## src/rtl/sram_host_defs.svh

```systemverilog
// Widths and timing counts for the static RAM host controller
`ifndef SRAM_HOST_DEFS_SVH
`define SRAM_HOST_DEFS_SVH

`define SRAM_ADDR_W     18
`define SRAM_DATA_W     8
`define CLK_PERIOD_NS   20
`define T_RC_NS         70
`define T_PWE_NS        50
`define T_HZOE_NS       25
`define RC_CYC          ((`T_RC_NS + `CLK_PERIOD_NS - 1) / `CLK_PERIOD_NS)
`define PWE_CYC         ((`T_PWE_NS + `CLK_PERIOD_NS - 1) / `CLK_PERIOD_NS)
`define HZ_CYC          ((`T_HZOE_NS + `CLK_PERIOD_NS - 1) / `CLK_PERIOD_NS)
`define SYNC_CYC        4
`define CNT_W           4

`endif

```

## src/rtl/sram_host_pkg.sv

```systemverilog
// Types shared by the static RAM host controller
package sram_host_pkg;
    typedef enum {
        IDLE,
        RD_ACCESS,
        RD_SYNC,
        WR_SETUP,
        WR_PULSE,
        WR_HOLD
    } state_t;
    typedef logic [17:0] addr_t;
    typedef logic [7:0]  byte_t;
endpackage

```

## src/rtl/pin_sync.sv

```systemverilog
// Three-flop pin synchroniser that passes a value once the last two stages agree
`timescale 1ns/1ps
module pin_sync #(
    parameter int W = 8
) (
    input  wire logic         ref_clk,
    input  wire logic         resetn,
    input  wire logic [W-1:0] d,
    output logic      [W-1:0] q
);
    logic [W-1:0] s1;
    logic [W-1:0] s2;
    logic [W-1:0] s3;
    logic [W-1:0] next_q;

    always_comb
    begin
        next_q = q;
        if (s2 == s3)
            next_q = s3;
    end

    always_ff @(posedge ref_clk)
    begin
        if (!resetn)
        begin
            s1 <= '0;
            s2 <= '0;
            s3 <= '0;
            q  <= '0;
        end
        else
        begin
            s1 <= d;
            s2 <= s1;
            s3 <= s2;
            q  <= next_q;
        end
    end
endmodule // pin_sync

```

## src/rtl/sram_host.sv

```systemverilog
// Host-side controller driving an asynchronous 256K x 8 static RAM
`timescale 1ns/1ps
`include "sram_host_defs.svh"
module sram_host (
    input  wire logic                 ref_clk,
    input  wire logic                 resetn,
    input  wire logic                 req,
    input  wire logic                 req_write,
    input  wire sram_host_pkg::addr_t req_addr,
    input  wire sram_host_pkg::byte_t req_wdata,
    output sram_host_pkg::byte_t      rsp_rdata,
    output logic                      rsp_valid,
    output logic                      ready,
    output sram_host_pkg::addr_t      addr_lines,
    output logic                      select_low_n,
    output logic                      select_high,
    output logic                      write_n,
    output logic                      gate_n,
    input  wire sram_host_pkg::byte_t data_lines_in,
    output sram_host_pkg::byte_t      data_lines_out,
    output logic                      data_lines_oe
);
    import sram_host_pkg::*;

    state_t              state;
    state_t              next_state;
    logic [`CNT_W-1:0]   cnt;
    logic [`CNT_W-1:0]   next_cnt;
    addr_t               next_addr_lines;
    logic                next_select_low_n;
    logic                next_select_high;
    logic                next_write_n;
    logic                next_gate_n;
    byte_t               next_data_lines_out;
    logic                next_data_lines_oe;
    byte_t               next_rsp_rdata;
    logic                next_rsp_valid;
    logic                next_ready;
    byte_t               data_synced;

    pin_sync #(
        .W (`SRAM_DATA_W)
    ) u_pin_sync (
        .ref_clk (ref_clk),
        .resetn  (resetn),
        .d       (data_lines_in),
        .q       (data_synced)
    );

    function automatic logic [`CNT_W-1:0] cyc(input int n);
        cyc = `CNT_W'(n - 1);
    endfunction

    always_comb
    begin
        next_state          = state;
        next_cnt            = cnt;
        next_addr_lines     = addr_lines;
        next_select_low_n   = select_low_n;
        next_select_high    = select_high;
        next_write_n        = write_n;
        next_gate_n         = gate_n;
        next_data_lines_out = data_lines_out;
        next_data_lines_oe  = data_lines_oe;
        next_rsp_rdata      = rsp_rdata;
        next_rsp_valid      = 1'b0;
        case (state)
            IDLE:
            begin
                if (req)
                begin
                    // Address changes with the select edge, then holds until IDLE
                    next_addr_lines   = req_addr;
                    next_select_low_n = 1'b0;
                    next_select_high  = 1'b1;
                    next_write_n      = 1'b1;
                    if (req_write)
                    begin
                        // Gate stays high so the RAM never drives into us
                        next_gate_n         = 1'b1;
                        next_data_lines_out = req_wdata;
                        next_cnt            = cyc(`HZ_CYC);
                        next_state          = WR_SETUP;
                    end
                    else
                    begin
                        next_gate_n = 1'b0;
                        next_cnt    = cyc(`RC_CYC);
                        next_state  = RD_ACCESS;
                    end
                end
            end
            RD_ACCESS:
            begin
                if (cnt == '0)
                begin
                    next_cnt   = cyc(`SYNC_CYC);
                    next_state = RD_SYNC;
                end
                else
                    next_cnt = cnt - 1'b1;
            end
            RD_SYNC:
            begin
                if (cnt == '0)
                begin
                    next_rsp_rdata    = data_synced;
                    next_rsp_valid    = 1'b1;
                    next_gate_n       = 1'b1;
                    next_select_low_n = 1'b1;
                    next_select_high  = 1'b0;
                    next_state        = IDLE;
                end
                else
                    next_cnt = cnt - 1'b1;
            end
            WR_SETUP:
            begin
                // Waits out the RAM output turn-off before driving
                if (cnt == '0)
                begin
                    next_write_n       = 1'b0;
                    next_data_lines_oe = 1'b1;
                    next_cnt           = cyc(`PWE_CYC);
                    next_state         = WR_PULSE;
                end
                else
                    next_cnt = cnt - 1'b1;
            end
            WR_PULSE:
            begin
                if (cnt == '0)
                begin
                    // Strobe ends the write; select and data kept one more cycle
                    next_write_n = 1'b1;
                    next_state   = WR_HOLD;
                end
                else
                    next_cnt = cnt - 1'b1;
            end
            WR_HOLD:
            begin
                // Data hold past the strobe edge is a full cycle
                next_data_lines_oe = 1'b0;
                next_select_low_n  = 1'b1;
                next_select_high   = 1'b0;
                next_state         = IDLE;
            end
            default:
            begin
                next_state = IDLE;
            end
        endcase
        next_ready = (next_state == IDLE);
    end

    always_ff @(posedge ref_clk)
    begin
        if (!resetn)
        begin
            state          <= IDLE;
            cnt            <= '0;
            addr_lines     <= '0;
            select_low_n   <= 1'b1;
            select_high    <= 1'b0;
            write_n        <= 1'b1;
            gate_n         <= 1'b1;
            data_lines_out <= '0;
            data_lines_oe  <= 1'b0;
            rsp_rdata      <= '0;
            rsp_valid      <= 1'b0;
            ready          <= 1'b0;
        end
        else
        begin
            state          <= next_state;
            cnt            <= next_cnt;
            addr_lines     <= next_addr_lines;
            select_low_n   <= next_select_low_n;
            select_high    <= next_select_high;
            write_n        <= next_write_n;
            gate_n         <= next_gate_n;
            data_lines_out <= next_data_lines_out;
            data_lines_oe  <= next_data_lines_oe;
            rsp_rdata      <= next_rsp_rdata;
            rsp_valid      <= next_rsp_valid;
            ready          <= next_ready;
        end
    end

    logic sel_act;
    assign sel_act = !select_low_n && select_high;
endmodule // sram_host

```

## config.mk

```make
export PLATFORM = sky130hd
export DESIGN_NAME = sram_host
export DESIGN_NICKNAME = d
export VERILOG_FILES = /design/src/rtl/sram_host_pkg.sv /design/src/rtl/pin_sync.sv /design/src/rtl/sram_host.sv
export VERILOG_INCLUDE_DIRS = /design/src /design/src/rtl
export SDC_FILE = /design/constraint.sdc
export NUM_CORES = 1
export LEC_CHECK = 0
export ABC_AREA = 1
export BUFFER_PORTS_ARGS = -buffer_cell sky130_fd_sc_hd__buf_2
export CAP_MARGIN = 15
export CELL_PAD_IN_SITES_DETAIL_PLACEMENT = 0
export CELL_PAD_IN_SITES_GLOBAL_PLACEMENT = 1
export CORE_UTILIZATION = 25
export DETAILED_ROUTE_END_ITERATION = 8
export PLACE_DENSITY_LB_ADDON = 0.1
export SETUP_SLACK_MARGIN = 0.4
export SLEW_MARGIN = 20
export SYNTH_ARGS = -nofsm -noshare
export SYNTH_HDL_FRONTEND = slang
export SYNTH_SLANG_ARGS = --single-unit
```

## constraint.sdc

```tcl
create_clock -name ref_clk -period 3.7 [get_ports ref_clk]
set_clock_uncertainty 0.1 [all_clocks]
set_input_delay 0 -clock ref_clk [delete_from_list [all_inputs] [get_ports ref_clk]]
set_output_delay 0 -clock ref_clk [all_outputs]
set_load 0.02 [all_outputs]
```

==> results of run 1 <==
## flip-flops by register name (all words and copies together), names as in the netlist
register / count
state: 32
addr_lines: 18
data_lines_out: 8
rsp_rdata: 8
u_pin_sync.q: 8
u_pin_sync.s1: 8
u_pin_sync.s2: 8
u_pin_sync.s3: 8
cnt: 4
data_lines_oe: 1
gate_n: 1
ready: 1
rsp_valid: 1
select_high: 1
select_low_n: 1
write_n: 1
## final timing paths
| path | startpoint | endpoint | slack [ps] | depth (start not counted) |
|---|---|---|---|---|
| worst max-delay path | state[23] | data_lines_out[0] | 1460 | 10 |
| worst min-delay path | req | select_low_n | 130 | 4 |
| worst max register to register | state[23] | data_lines_out[0] | 1460 | 10 |
| worst min register to register | u_pin_sync.s1[5] | u_pin_sync.s2[5] | 310 | 2 |
## synthesized netlist by cell type, types with 2 or more instances
cell,n,area share
sky130_fd_sc_hd__nor2_2,6,0.0096
sky130_fd_sc_hd__nand3_2,2,0.0051
sky130_fd_sc_hd__nor2_1,111,0.11
sky130_fd_sc_hd__nand2_1,79,0.076
sky130_fd_sc_hd__o21ai_1,2,0.0026
sky130_fd_sc_hd__nor2_4,4,0.012
sky130_fd_sc_hd__clkinv_1,2,0.0019
sky130_fd_sc_hd__inv_2,5,0.0048
sky130_fd_sc_hd__clkbuf_1,8,0.0077
sky130_fd_sc_hd__o21ai_0,48,0.062
sky130_fd_sc_hd__a21oi_1,16,0.021
sky130_fd_sc_hd__xor2_1,8,0.018
sky130_fd_sc_hd__nand4_1,3,0.0048
sky130_fd_sc_hd__dfxtp_1,109,0.56
sky130_fd_sc_hd__buf_2,4,0.0051
sky130_fd_sc_hd__nand2_2,7,0.011
sky130_fd_sc_hd__ha_1,2,0.0064
sky130_fd_sc_hd__nor3_1,4,0.0051
sky130_fd_sc_hd__nand3_1,11,0.014
sky130_fd_sc_hd__inv_1,53,0.051
## routing by layer
metal | global-route usage | vias to the layer above
met2 | 0.191 | 68
li1 | - | 1773
met5 | 0 | -
met1 | 0.142 | 1400
met4 | 0.0630 | 0
met3 | 0.0266 | 13
## worst max-delay path: stages, from the launching register on
cell	delay [ps]
sky130_fd_sc_hd__dfxtp_1	300
sky130_fd_sc_hd__nor2_1	90
sky130_fd_sc_hd__nand2_1	50
sky130_fd_sc_hd__nor2_1	140
sky130_fd_sc_hd__nand2_2	140
sky130_fd_sc_hd__inv_2	100
sky130_fd_sc_hd__nand2_2	110
sky130_fd_sc_hd__nor2_4	460
sky130_fd_sc_hd__nand2_2	330
sky130_fd_sc_hd__o21ai_0	250
sky130_fd_sc_hd__a21oi_1	50
## cell usage in the layout, fill, tap and decap left out, types with 5 or more instances in the layout
| cell | netlist | routed |
|---|---|---|
| sky130_fd_sc_hd__a21oi_1 | 16 | 16 |
| sky130_fd_sc_hd__buf_2 | 4 | 78 |
| sky130_fd_sc_hd__clkbuf_16 | 0 | 9 |
| sky130_fd_sc_hd__conb_1 | 1 | 29 |
| sky130_fd_sc_hd__dfxtp_1 | 109 | 109 |
| sky130_fd_sc_hd__dlygate4sd3_1 | 0 | 36 |
| sky130_fd_sc_hd__inv_1 | 53 | 53 |
| sky130_fd_sc_hd__inv_2 | 5 | 5 |
| sky130_fd_sc_hd__nand2_1 | 79 | 79 |
| sky130_fd_sc_hd__nand2_2 | 7 | 7 |
| sky130_fd_sc_hd__nand3_1 | 11 | 11 |
| sky130_fd_sc_hd__nor2_1 | 111 | 111 |
| sky130_fd_sc_hd__nor2_2 | 6 | 6 |
| sky130_fd_sc_hd__o21ai_0 | 48 | 48 |
| sky130_fd_sc_hd__xor2_1 | 8 | 8 |
## power breakdown
part	switching (µW)	leakage, µW	internal, µW
Clock	421	0.000136	495
Sequential	15.0	0.000895	1210
Combinational	54.8	0.00161	59.9
Total	491	0.00264	1770
## cell type report
class	count	area share
Timing Repair Buffer	115	0.145
Multi-Input combinational cell	339	0.295
Inverter	60	0.0432
Clock buffer	13	0.0499
Sequential cell	109	0.418
Tap cell	188	0.0451
Clock inverter	2	0.00336
## kinds of logic after synthesis
group / count (synthesis)
xor+xnor: 8
buf+inv: 73
other cells: 1
flops: 109
fa+ha+maj: 2
simple gates: 230
compound gates: 70
## metrics by stage
| stage | cell area [µm²] | util | cells | setup WS (ps) |
|---|---|---|---|---|
| floorplan | 4010 | - | 521 | 2090 |
| global placement | 4580 | 0.301 | 775 | 1480 |
| detailed placement | 4580 | 0.301 | 775 | 1420 |
| CTS | 5220 | 0.343 | 826 | 1400 |
| global route | 5220 | 0.343 | 826 | 1200 |
| finish | 5220 | 0.343 | 826 | 1460 |
## repair_timing
item                      CTS  global route
hold endpoints to repair   37             0
gates resized for setup     0             0
hold buffers               36             0
==> impl.org, run 1 <==
** Placement
- Routability-driven placement finished with a final weighted congestion of between 0.7 and 0.8.
- In this run the tool buffered the top-level ports with roughly 80 buffer cells.
- Detailed placer's ending HPWL :: between 6 and 7 mm

** Route
- Detail Route Antenna Nets :: 0
- Detail Route met2 WL :: around 3.9 mm
- DRT iter0 DRCs :: ~110
- Wire segments on met3 add up to around 340 µm in the final route.
- In the final routed layout, each cell accounts on average for between 10 and 15 µm.
- Post-route DRC violation count :: 0
- Via-to-Cell Ratio :: 3.94
- Wire length reported by the detailed router :: 8.70 mm
- Drt first pass iters :: 4
- The highest layer touched by signal routing is met4.
- Total number of vias :: between 3,000 and 4,000
- In the final routing, the length of wire on met1 measures between 4 and 5 mm.

** Global route
- For this run the aggregate overflow at the end of global routing stands at 0.
- Number of global-route vias before repair :: between 3,000 and 4,000
- Entering global routing, the biggest net connects 46 pins.
- The first global-routing pass estimated ~15 mm of wire.
- Number of antenna violations at the first check in global routing :: 0
- Total GRT Usage :: 0.116

** Pwr
- P_leak :: between 0.002 and 0.003 µW
- Overall power consumption after layout is estimated at about 2300 µW.
- Power Density :: 433 nW/µm²
- Largest vdd supply drop :: roughly 0.20 mV

** Synth
- Of the synthesized area, sequential elements account for 0.559.
- Synthesized instance count :: between 400 and 500
- Counting flops with an async set or reset pin after synthesis yields a share of 0.
- Yosys mapped a number of flops with a built-in enable equal to 0.
- Share of synthesized cell area in and, or, nand and nor gates :: 0.249
- Yosys synthesis warning count :: 0
- Of the total synthesized cell area, the portion taken by XOR and XNOR cells is 0.0180.
- The portion of synthesized area spent on multiplexers is 0.
- In this run the mean area of a mapped cell was roughly 8 µm².
- The synthesized design contains between 100 and 150 register bits.
- After synthesis, the largest family of logic cells by area is simple AND/OR/NAND/NOR gates.
- The post-synthesis compound-gate area fraction is 0.0927.
- Number of distinct library cell variants in the gate-level netlist after synthesis :: 29
- Commonest register cell after synthesis :: sky130_fd_sc_hd__dfxtp_1
- Of the total synthesized cell area, the portion taken by full adders, half adders and majority gates is 0.00641.
- The cell area that synthesis handed to floorplanning was 3900 µm².

** Final layout
- Summing all flip-flop and latch instances after layout gives roughly 2200 µm².
- The net count of the finished layout is between 600 and 700.
- Layout-stage area growth over the synthesis result :: 33.7%
- The layout has between 1,500 and 2,000 filler cells.
- Area of the multi-input gates :: between 1500 and 2000 µm²
- In the final layout, the share of cells above drive strength 1 is 0.185.
- Final antenna diode count :: 0

** Clock network
- Buffers added to address setup during post-CTS repair amount to 0.
- Source-to-sink clock delay at the later pin of the worst-skew pair :: roughly 350 ps
- CTS sink count :: about 110
- Inserted Clock Buffers :: 9
- CTS clk-pin slew, worst paths :: ~70 ps
- Clock tree synthesis selected as its root buffer the cell sky130_fd_sc_hd__clkbuf_16.
- The longest clock path from root to sink contains 2 buffers.
- Clock tree from TritonCTS :: built
- CTS built an H-tree with a depth of 3.

** Die
- Area of the die :: roughly 16,000 µm²
- Overall die width :: 127 µm
- For this configuration, the core starts out at a cell density of 0.257.
- Die boundary height :: about 130 µm
- In this run the count of I/O pins placed on the die edge is 79.
- After floorplanning, the core was divided into 45 placement rows.
- Area of the core :: about 15,000 µm²

** Worst setup path
- Required time at the worst-slack endpoint :: between 3000 and 4000 ps
- Of all nets on the critical path, the largest fanout is 23.
- Class of the most critical setup path :: flop to flop
- Type of element capturing the critical path :: flop
- STA classifies the critical path startpoint as a flop.
- Critical path arrival :: ~2400 ps

** STA
- The number of max-slew violations in the final report was 0.
- Total Neg Setup Slack :: 0 ps
- Tightest slew margin relative to the limit :: 0.625
- Fmax :: 0.447 GHz
- Share of the clock period used by the worst path after layout :: 0.605
- Worst hold slack :: ~130 ps
- Unrepaired setup endpoints after global routing :: false
- The number of endpoints with negative hold slack in the final report came to 0.
- For the pin with the worst max-slew slack, the measured transition is between 500 and 600 ps.
- The clock period could shrink to 2240 ps.
- Setup violations remaining at the end of the flow were counted as 0.

** Flow run
- Number of violations of the max-capacitance limit :: 0

** Hold path
- Class of the most critical hold timing path :: input port to flop

** Run status
- The flow ran to the end, and the final reports show no timing, DRC or antenna violations.
Power figures use the tool's default switching activity.
==> inputs of run 2 (changes only) <==
Clock period 3.7 ns to 2.1 ns, I/O delays scaled along.
==> impl.org, run 2 (synthesis results as in run 1) <==
** Worst setup path
- Reg2Reg Depth :: 12 (+2)
- The maximum cell stage delay along the critical path was 330 ps (-130 ps).
- The critical path starts at state[0].
- Required time at the worst-slack endpoint :: 2230 ps (-1600 ps)
- The endpoint identified for the worst register-to-register timing path is ready.
- Worst path slowest cell :: sky130_fd_sc_hd__dfxtp_1
- STA classifies the critical path startpoint as a flop.
- Walking the worst path, the cells encountered are buf_4 > nor2_2 > nand3_2 > nor2_4 > nand2_4 > nor2_4 > buf_12 > nand2_8 > nand2_2 > nor2_1 > nand3_1 > nor2_1.
- STA classifies the critical path endpoint as a flop.
- Class of the most critical setup path :: flop to flop
- Critical path arrival :: 1820 ps (-550 ps)
- The maximum fanout count along the critical path came to 7 (-70%).
- The worst register-to-register path begins at state[0].
- Internal reg-to-reg setup slack :: 410 ps (-1050 ps)

** Hold path
- The tightest min-delay check is of the input port to flop type.
- WHS Path Cells :: 5 (+1)
- In this run the most critical hold path is launched from req.
- The worst hold path terminates at write_n.

** Clock network
- Clock tree from TritonCTS :: built
- The number of buffers inserted during clock tree synthesis came to 9 (unchanged).
- The later-pin clock latency in the skew report came to 350 ps (about the same).
- The maximum clock insertion buffer count came to 2 (unchanged).
- The clock transition at the registers of the reported paths is 70 ps (about the same).
- CTS HTree Levels :: 3 (unchanged)
- CTS placed an instance of sky130_fd_sc_hd__clkbuf_16 at the clock tree root.
- CTS sink count :: 109 (unchanged)

** Final layout
- Final antenna diode count :: 0 (unchanged)
- The net count of the finished layout came to 690 (+2.4%).
- Commonest cells after routing, fill and taps aside :: sky130_fd_sc_hd__dfxtp_1, sky130_fd_sc_hd__nor2_1, sky130_fd_sc_hd__buf_2
- Register name with the most flops :: state
- The largest registers in the layout are state: 32 flops, addr_lines: 18 flops.
- The share of layout cells above drive strength 1 came to 0.261 (+0.0761).
- Fill cell total of the finished layout :: 1,579 (-2.7%)
- The library cell used most frequently in the layout, excluding fill and tap cells, is sky130_fd_sc_hd__dfxtp_1.
- Max FFs per register :: 32 (unchanged)
- Layout-stage area growth over the synthesis result :: 44.0%
- Design area :: 5620 µm² (+7.7%)
- The final standard cell utilization of the core came to 0.370 (+0.0264).

** Pwr
- Pwr Total :: 4140 µW (+83%)
- Largest vdd supply drop :: 0.439 mV (+120%)
- The areal power density over the cells was 736 nW/µm² (+70%).
- P_leak :: 0.00281 µW (+6.6%)

** Placement
- The number of buffers added on ports came to 78 (unchanged).
- Post-place instance area :: 4610 µm² (+0.77%)
- Detailed placer's ending HPWL :: 6.15 mm (+0.98%)
- The global placement routability congestion came to 0.781 (-1.6%).

** Die
- Site Rows :: 45 (unchanged)
- Area of the die :: 16,100 µm² (unchanged)
- The die width was 127 µm (unchanged).
- Die boundary height :: 127 µm (unchanged)
- Area of the core :: 15,200 µm² (unchanged)
- The I/O pin total came to 79 (unchanged).
- The initial standard-cell utilization of the core is 0.257 (unchanged).

** Global route
- The initial antenna violation count is 0 (unchanged).
- Total congestion overflow :: 0 (unchanged)
- The total global-route track usage is 0.121 (+0.00412).
- The maximum number of pins on one net before global-route repair came to 52 (+13%).
- The number of global-route vias before repair is 3,157 (+1.4%).
- First-pass GRT wire length :: 15.2 mm (+3.1%)

** STA
- The number of max-slew violations in the final report is 0 (unchanged).
- Setup repair after global routing could not meet its margin everywhere.
- Post-layout minimum cycle time :: 1690 ps (-546 ps)
- The final period utilization was 0.806 (+0.201).
- Fmax :: 0.590 GHz (+32%)
- The number of endpoints with negative hold slack in the final report is 0 (unchanged).
- Total setup violations reported at the end of the flow :: 0 (unchanged)
- The final-layout setup total negative slack was 0 ps (unchanged).

** Route
- The overall routed net length is 9.19 mm (+5.7%).
- Drt first pass iters :: 4 (unchanged)
- Via-to-Cell Ratio :: 4.00 (+1.4%)
- Post-route DRC violation count :: 0 (unchanged)
- The routed length per instance came to 10.9 µm (+3.5%).
- Total number of vias :: 3,368 (+3.5%)
- DRT iter0 DRCs :: 124 (+17%)
- The post-route antenna net violation count came to 0 (unchanged).

** Run status
- Run status :: finished clean

** Flow run
- The count of max-cap constraint violations was 0 (unchanged).
==> run 2: metrics by stage <==
step	instances	setup WS [ps]	hold WS, ps
floorplan	521	494	-2.37
global placement	778	251	85.4
detailed placement	778	198	85.6
CTS	840	383	141
global route	843	260	182
finish	843	406	151
==> run 2: where the power goes <==
group	leakage (µW)	internal, µW	total, µW	switching [µW]
combinational	0.00177	112	218	106
sequential	0.000896	2130	2160	28.7
clock	0.000148	951	1760	805
==> run 2: how the worst max path moves through the flow <==
stage	end	slack [ps]	depth (start not counted)
after global placement	gate_n	250	9
after floorplan	gate_n	490	9
after detailed placement	gate_n	200	9
after CTS	cnt[0]	380	13
final	ready	410	12
after global routing	ready	260	13
==> run 2: metal layers <==
metal  track usage  share of wire  up-vias
li1              -              -     1814
met1         0.144           0.48     1467
met2         0.200           0.46       79
met3        0.0434          0.052        8
met4        0.0413          0.013        0
met5             0              0        -
==> run 2: cell type report <==
cell class / instances / area [µm²] / share of cell area
clock buffer: 10 / 229 / 0.0408
clock inverter: 6 / 82.6 / 0.0147
inverter: 60 / 234 / 0.0416
multi-input combinational: 341 / 1720 / 0.306
sequential: 109 / 2190 / 0.389
tap: 188 / 235 / 0.0419
timing repair buffer: 129 / 933 / 0.166
==> run 2: repair_timing <==
action	CTS	global route
pin swaps	13	22
endpoints found under the hold margin	45	0
cloned	2	1
gates resized for setup	26	48
setup endpoints to repair	47	51
setup buffers	8	2
hold buffers	36	0
==> run 2: critical path: cells and delay by family (launching register included) <==
kind / cells / cell delay [ps]
and+or+nand+nor: 10 / 810
DFF: 1 / 330
buffers and inverters: 2 / 320
==> inputs of run 3 (changes only) <==
Settings changed: ABC_AREA 1 to 0.
Clock period 2.1 ns to 1.5 ns, I/O delays scaled along.
==> impl.org, run 3 <==
** Final layout
- Final core utilization :: 0.405 (+0.0350)
- Non-filler instance count after layout :: 725 (-14%)
- Ratio of cells with drive above 1 in the final layout :: 0.403 (+0.142)
- The library cell used most frequently in the layout, excluding fill and tap cells, is sky130_fd_sc_hd__dfxtp_1.
- The net count of the finished layout is 576 (-17%).
- The number of inserted filler cells in the final layout is 1,489 (-5.7%).
- Registers with the highest flip-flop counts :: state: 32 flops, addr_lines: 18 flops
- The number of antenna cells inserted was 0 (unchanged).
- Max FFs per register :: 32 (unchanged)
- The register with the most flip-flops in the final layout is state.
- Leaving out fill and tap cells, the most frequent cells in the layout are sky130_fd_sc_hd__dfxtp_1, sky130_fd_sc_hd__buf_2, sky130_fd_sc_hd__nor2_1.
- Layout-stage area growth over the synthesis result :: 57.7%

** Synth
- Synth top area cells :: sky130_fd_sc_hd__dfxtp_1, sky130_fd_sc_hd__mux2i_1, sky130_fd_sc_hd__nor2_1, sky130_fd_sc_hd__and2_1, sky130_fd_sc_hd__xnor2_1
- The cell area after synthesis was 3730 µm² (-4.5%).
- Synthesized-area fraction occupied by xor and xnor cells :: 0.0211 (+0.00319)
- Commonest register cell after synthesis :: sky130_fd_sc_hd__dfxtp_1
- Most common library cells after synthesis :: sky130_fd_sc_hd__dfxtp_1, sky130_fd_sc_hd__nor2_1, sky130_fd_sc_hd__mux2i_1
- The fraction of post-synthesis cell area in the top cell type by area came to 0.585 (+0.0261).
- Number of distinct library cell variants in the gate-level netlist after synthesis :: 48 (+66%)
- Largest family of logic cells by synthesized area :: simple AND/OR/NAND/NOR gates
- Adder-cell share of the synthesized area :: 0.00671 (+0.000299)
- Synthesized instance count :: 343 (-30%)
- Yosys instantiated no cell more often than sky130_fd_sc_hd__dfxtp_1.
- Share of flip-flops with an asynchronous set or reset :: 0 (unchanged)
- The post-synthesis compound-gate area fraction was 0.0692 (-0.0235).
- Syn_area_per_cell :: 10.9 µm² (+37%)
- The biggest area contributor in the post-synthesis netlist is sky130_fd_sc_hd__dfxtp_1.
- The portion of the post-synthesis area used by sequential elements came to 0.585 (+0.0261).
- Share of synthesized area spent on multiplexers :: 0.0967 (+0.0967)
- The total of warnings raised by yosys is 0 (unchanged).
- #FFs+latches synth :: 109 (unchanged)
- Number of enable-type register cells in the synthesized netlist :: 0 (unchanged)
- Share of synthesized cell area in and, or, nand and nor gates :: 0.191 (-0.0579)

** Placement
- The global placement routability congestion was 0.744 (-4.7%).
- The number of buffers added on ports is 78 (unchanged).
- The cell total after placement was 663 (-15%).
- The sum of net half-perimeters after detailed placement is 5.92 mm (-3.8%).

** Clock network
- CTS clk-pin slew, worst paths :: 70 ps (about the same)
- Source-to-sink clock delay at the later pin of the worst-skew pair :: 350 ps (about the same)
- Clock tree from TritonCTS :: built
- Inserted Clock Buffers :: 9 (unchanged)
- CTS HTree Levels :: 3 (unchanged)
- CTS sink count :: 109 (unchanged)
- Maximum buffer depth of the clock tree :: 2 (unchanged)
- The root buffer cell chosen for the clock tree is sky130_fd_sc_hd__clkbuf_16.

** Worst setup path
- Critical path arrival :: 2120 ps (+300 ps)
- The startpoint identified for the worst register-to-register timing path is state[19].
- The setup path with the least slack is of type flop to flop.
- STA classifies the critical path startpoint as a flop.
- Endpoint of the lowest-slack register-to-register path :: addr_lines[4]
- On the critical path, the stage with the largest delay is an instance of sky130_fd_sc_hd__dfxtp_2.
- Cell chain of the critical path :: nor4_4 > nand4_1 > buf_6 > nor3b_4 > buf_6 > buf_12 > mux2i_2 > nor2_1
- The slack of the worst reg-to-reg path was -480 ps (-880 ps).
- Worst path top cell family by delay :: simple AND/OR/NAND/NOR gates
- The depth of the most critical reg-to-reg path is 8 (-4).
- Type of element capturing the critical path :: flop
- WP depth :: 8 (-4)
- CP peak stage delay :: 330 ps (about the same)
- By instance count, the cell type seen most on the critical path is sky130_fd_sc_hd__buf_6.
- Required time at the worst-slack endpoint :: 1640 ps (-590 ps)
- Critical Path Fanout Max :: 8 (+1)
- The total buffers and inverters traversed by the critical path is 3 (+1).

** Hold path
- The worst hold path belongs to the class input port to flop.
- Worst hold path startpoint :: resetn
- WHS Path Cells :: 3 (-2)
- The worst hold path terminates at write_n.

** Global route
- The maximum number of pins on one net before global-route repair is 33 (-37%).
- The aggregate global routing overflow was 0 (unchanged).
- First-pass GRT wire length :: 13.5 mm (-11%)
- Total GRT Usage :: 0.118 (-0.00228)
- Number of antenna violations at the first check in global routing :: 0 (unchanged)
- The number of global-route vias before repair came to 2,810 (-11%).

** STA
- Fmax :: 0.506 GHz (-14%)
- Unrepaired setup endpoints after global routing :: true
- Share of the clock period used by the worst path after layout :: 1.32 (+0.511)
- Final hold viol count :: 0 (unchanged)
- Total setup violations reported at the end of the flow :: 48 (+48)
- The final-layout setup total negative slack was -19,160 ps (-19,160 ps).
- The post-layout worst setup margin came to -476 ps (-883 ps).
- Post-layout minimum cycle time :: 1980 ps (+283 ps)
- The number of max-slew violations in the final report is 0 (unchanged).

** Run status
- Violated checks :: setup timing
- The run finished, with violations left.

** Route
- The via density per instance came to 4.14 (+3.7%).
- The number of violations reported at the end of detailed-routing iteration 0 is 58 (-53%).
- The routed length per instance came to 12.2 µm (+12%).
- The post-route antenna net violation count was 0 (unchanged).
- The number of vias in the routed layout came to 3,003 (-11%).
- The detailed-routing iteration count for the pre-antenna-repair pass came to 4 (unchanged).
- The overall routed net length came to 8.87 mm (-3.5%).
- The post-detailed-route DRC marker count came to 0 (unchanged).

** Die
- The initial standard-cell utilization of the core came to 0.256 (about the same).
- The die width was 124 µm (-2.2%).
- Area of the core :: 14,500 µm² (-4.4%)
- The I/O pin total is 79 (unchanged).
- Die boundary height :: 124 µm (-2.2%)
- Area of the die :: 15,400 µm² (-4.4%)
- The count of standard-cell rows was 44 (-2.2%).

** Pwr
- Power Density :: 959 nW/µm² (+30%)
- The maximum resistive drop on vdd is 0.579 mV (+32%).
- P_leak :: 0.00240 µW (-15%)

** Flow run
- The count of max-cap constraint violations is 0 (unchanged).
==> run 3: where the power goes <==
group          internal, µW  switching, µW  total, µW
clock network          1200           1090       2290
logic                   199            138        338
registers              2970           44.7       3010
total                  4360           1280       5640
==> run 3: worst register-to-register path: stages (launching register included) <==
cell and delay (ps):
sky130_fd_sc_hd__dfxtp_2 330, sky130_fd_sc_hd__nor4_4 300, sky130_fd_sc_hd__nand4_1 190, sky130_fd_sc_hd__buf_6 180
sky130_fd_sc_hd__nor3b_4 210, sky130_fd_sc_hd__buf_6 160, sky130_fd_sc_hd__buf_12 140, sky130_fd_sc_hd__mux2i_2 220
sky130_fd_sc_hd__nor2_1 60
==> run 3: metal layers <==
metal  GRT usage  wire, µm
met5           0         0
met1       0.146      4140
met4      0.0714       200
met3      0.0284       300
met2       0.186      4230
==> run 3: cell families after synthesis <==
logic type,Yosys count
AND/OR/NAND/NOR,124
flip-flops,109
AO/OA/AOI/OAI,38
multiplexers,36
buffers and inverters,24
XOR/XNOR,9
adder cells (fa/ha/maj),2
other,1
==> run 3: area by class of cell <==
| class | count | area (µm²) | share of cell area |
|---|---|---|---|
| sequential | 109 | 2200 | 0.374 |
| multi-input combinational | 238 | 1840 | 0.313 |
| timing repair buffer | 172 | 1300 | 0.222 |
| clock buffer | 11 | 243 | 0.0413 |
| tap | 184 | 230 | 0.0392 |
| clock inverter | 5 | 42.5 | 0.00724 |
| inverter | 6 | 22.5 | 0.00383 |
==> run 3: worst max path at each step <==
stage,startpoint,to,slack [ps]
2_1_floorplan,cnt[0],cnt[3],-470
3_3_place_gp,state[19],data_lines_out[4],-600
3_5_place_dp,state[19],data_lines_out[3],-620
4_1_cts,state[19],addr_lines[10],-520
5_1_grt,state[20],addr_lines[2],-610
6_report,state[19],addr_lines[4],-480
==> run 3: metrics by stage <==
| stage | total power [µW] | hold slack, ps | area [µm²] | setup slack [ps] |
|---|---|---|---|---|
| after global routing | 5890 | 31.8 | 5880 | -611 |
| after global placement | 3320 | 105 | 4890 | -600 |
| after detailed placement | 3320 | 110 | 4890 | -625 |
| after CTS | 5760 | 10.7 | 5720 | -518 |
| after floorplan | 3180 | 27.3 | 3960 | -466 |
| final | 5640 | 17.3 | 5880 | -476 |
==> run 3: repair_timing <==
| item | 4_1_cts | 5_1_grt |
|---|---|---|
| gates resized for setup | 34 | 30 |
| hold buffers | 35 | 0 |
| cloned | 1 | 1 |
| endpoints found under the setup margin | 56 | 56 |
| pin swaps | 31 | 20 |
| buffers inserted | 8 | 1 |
| endpoints found under the hold margin | 34 | 0 |
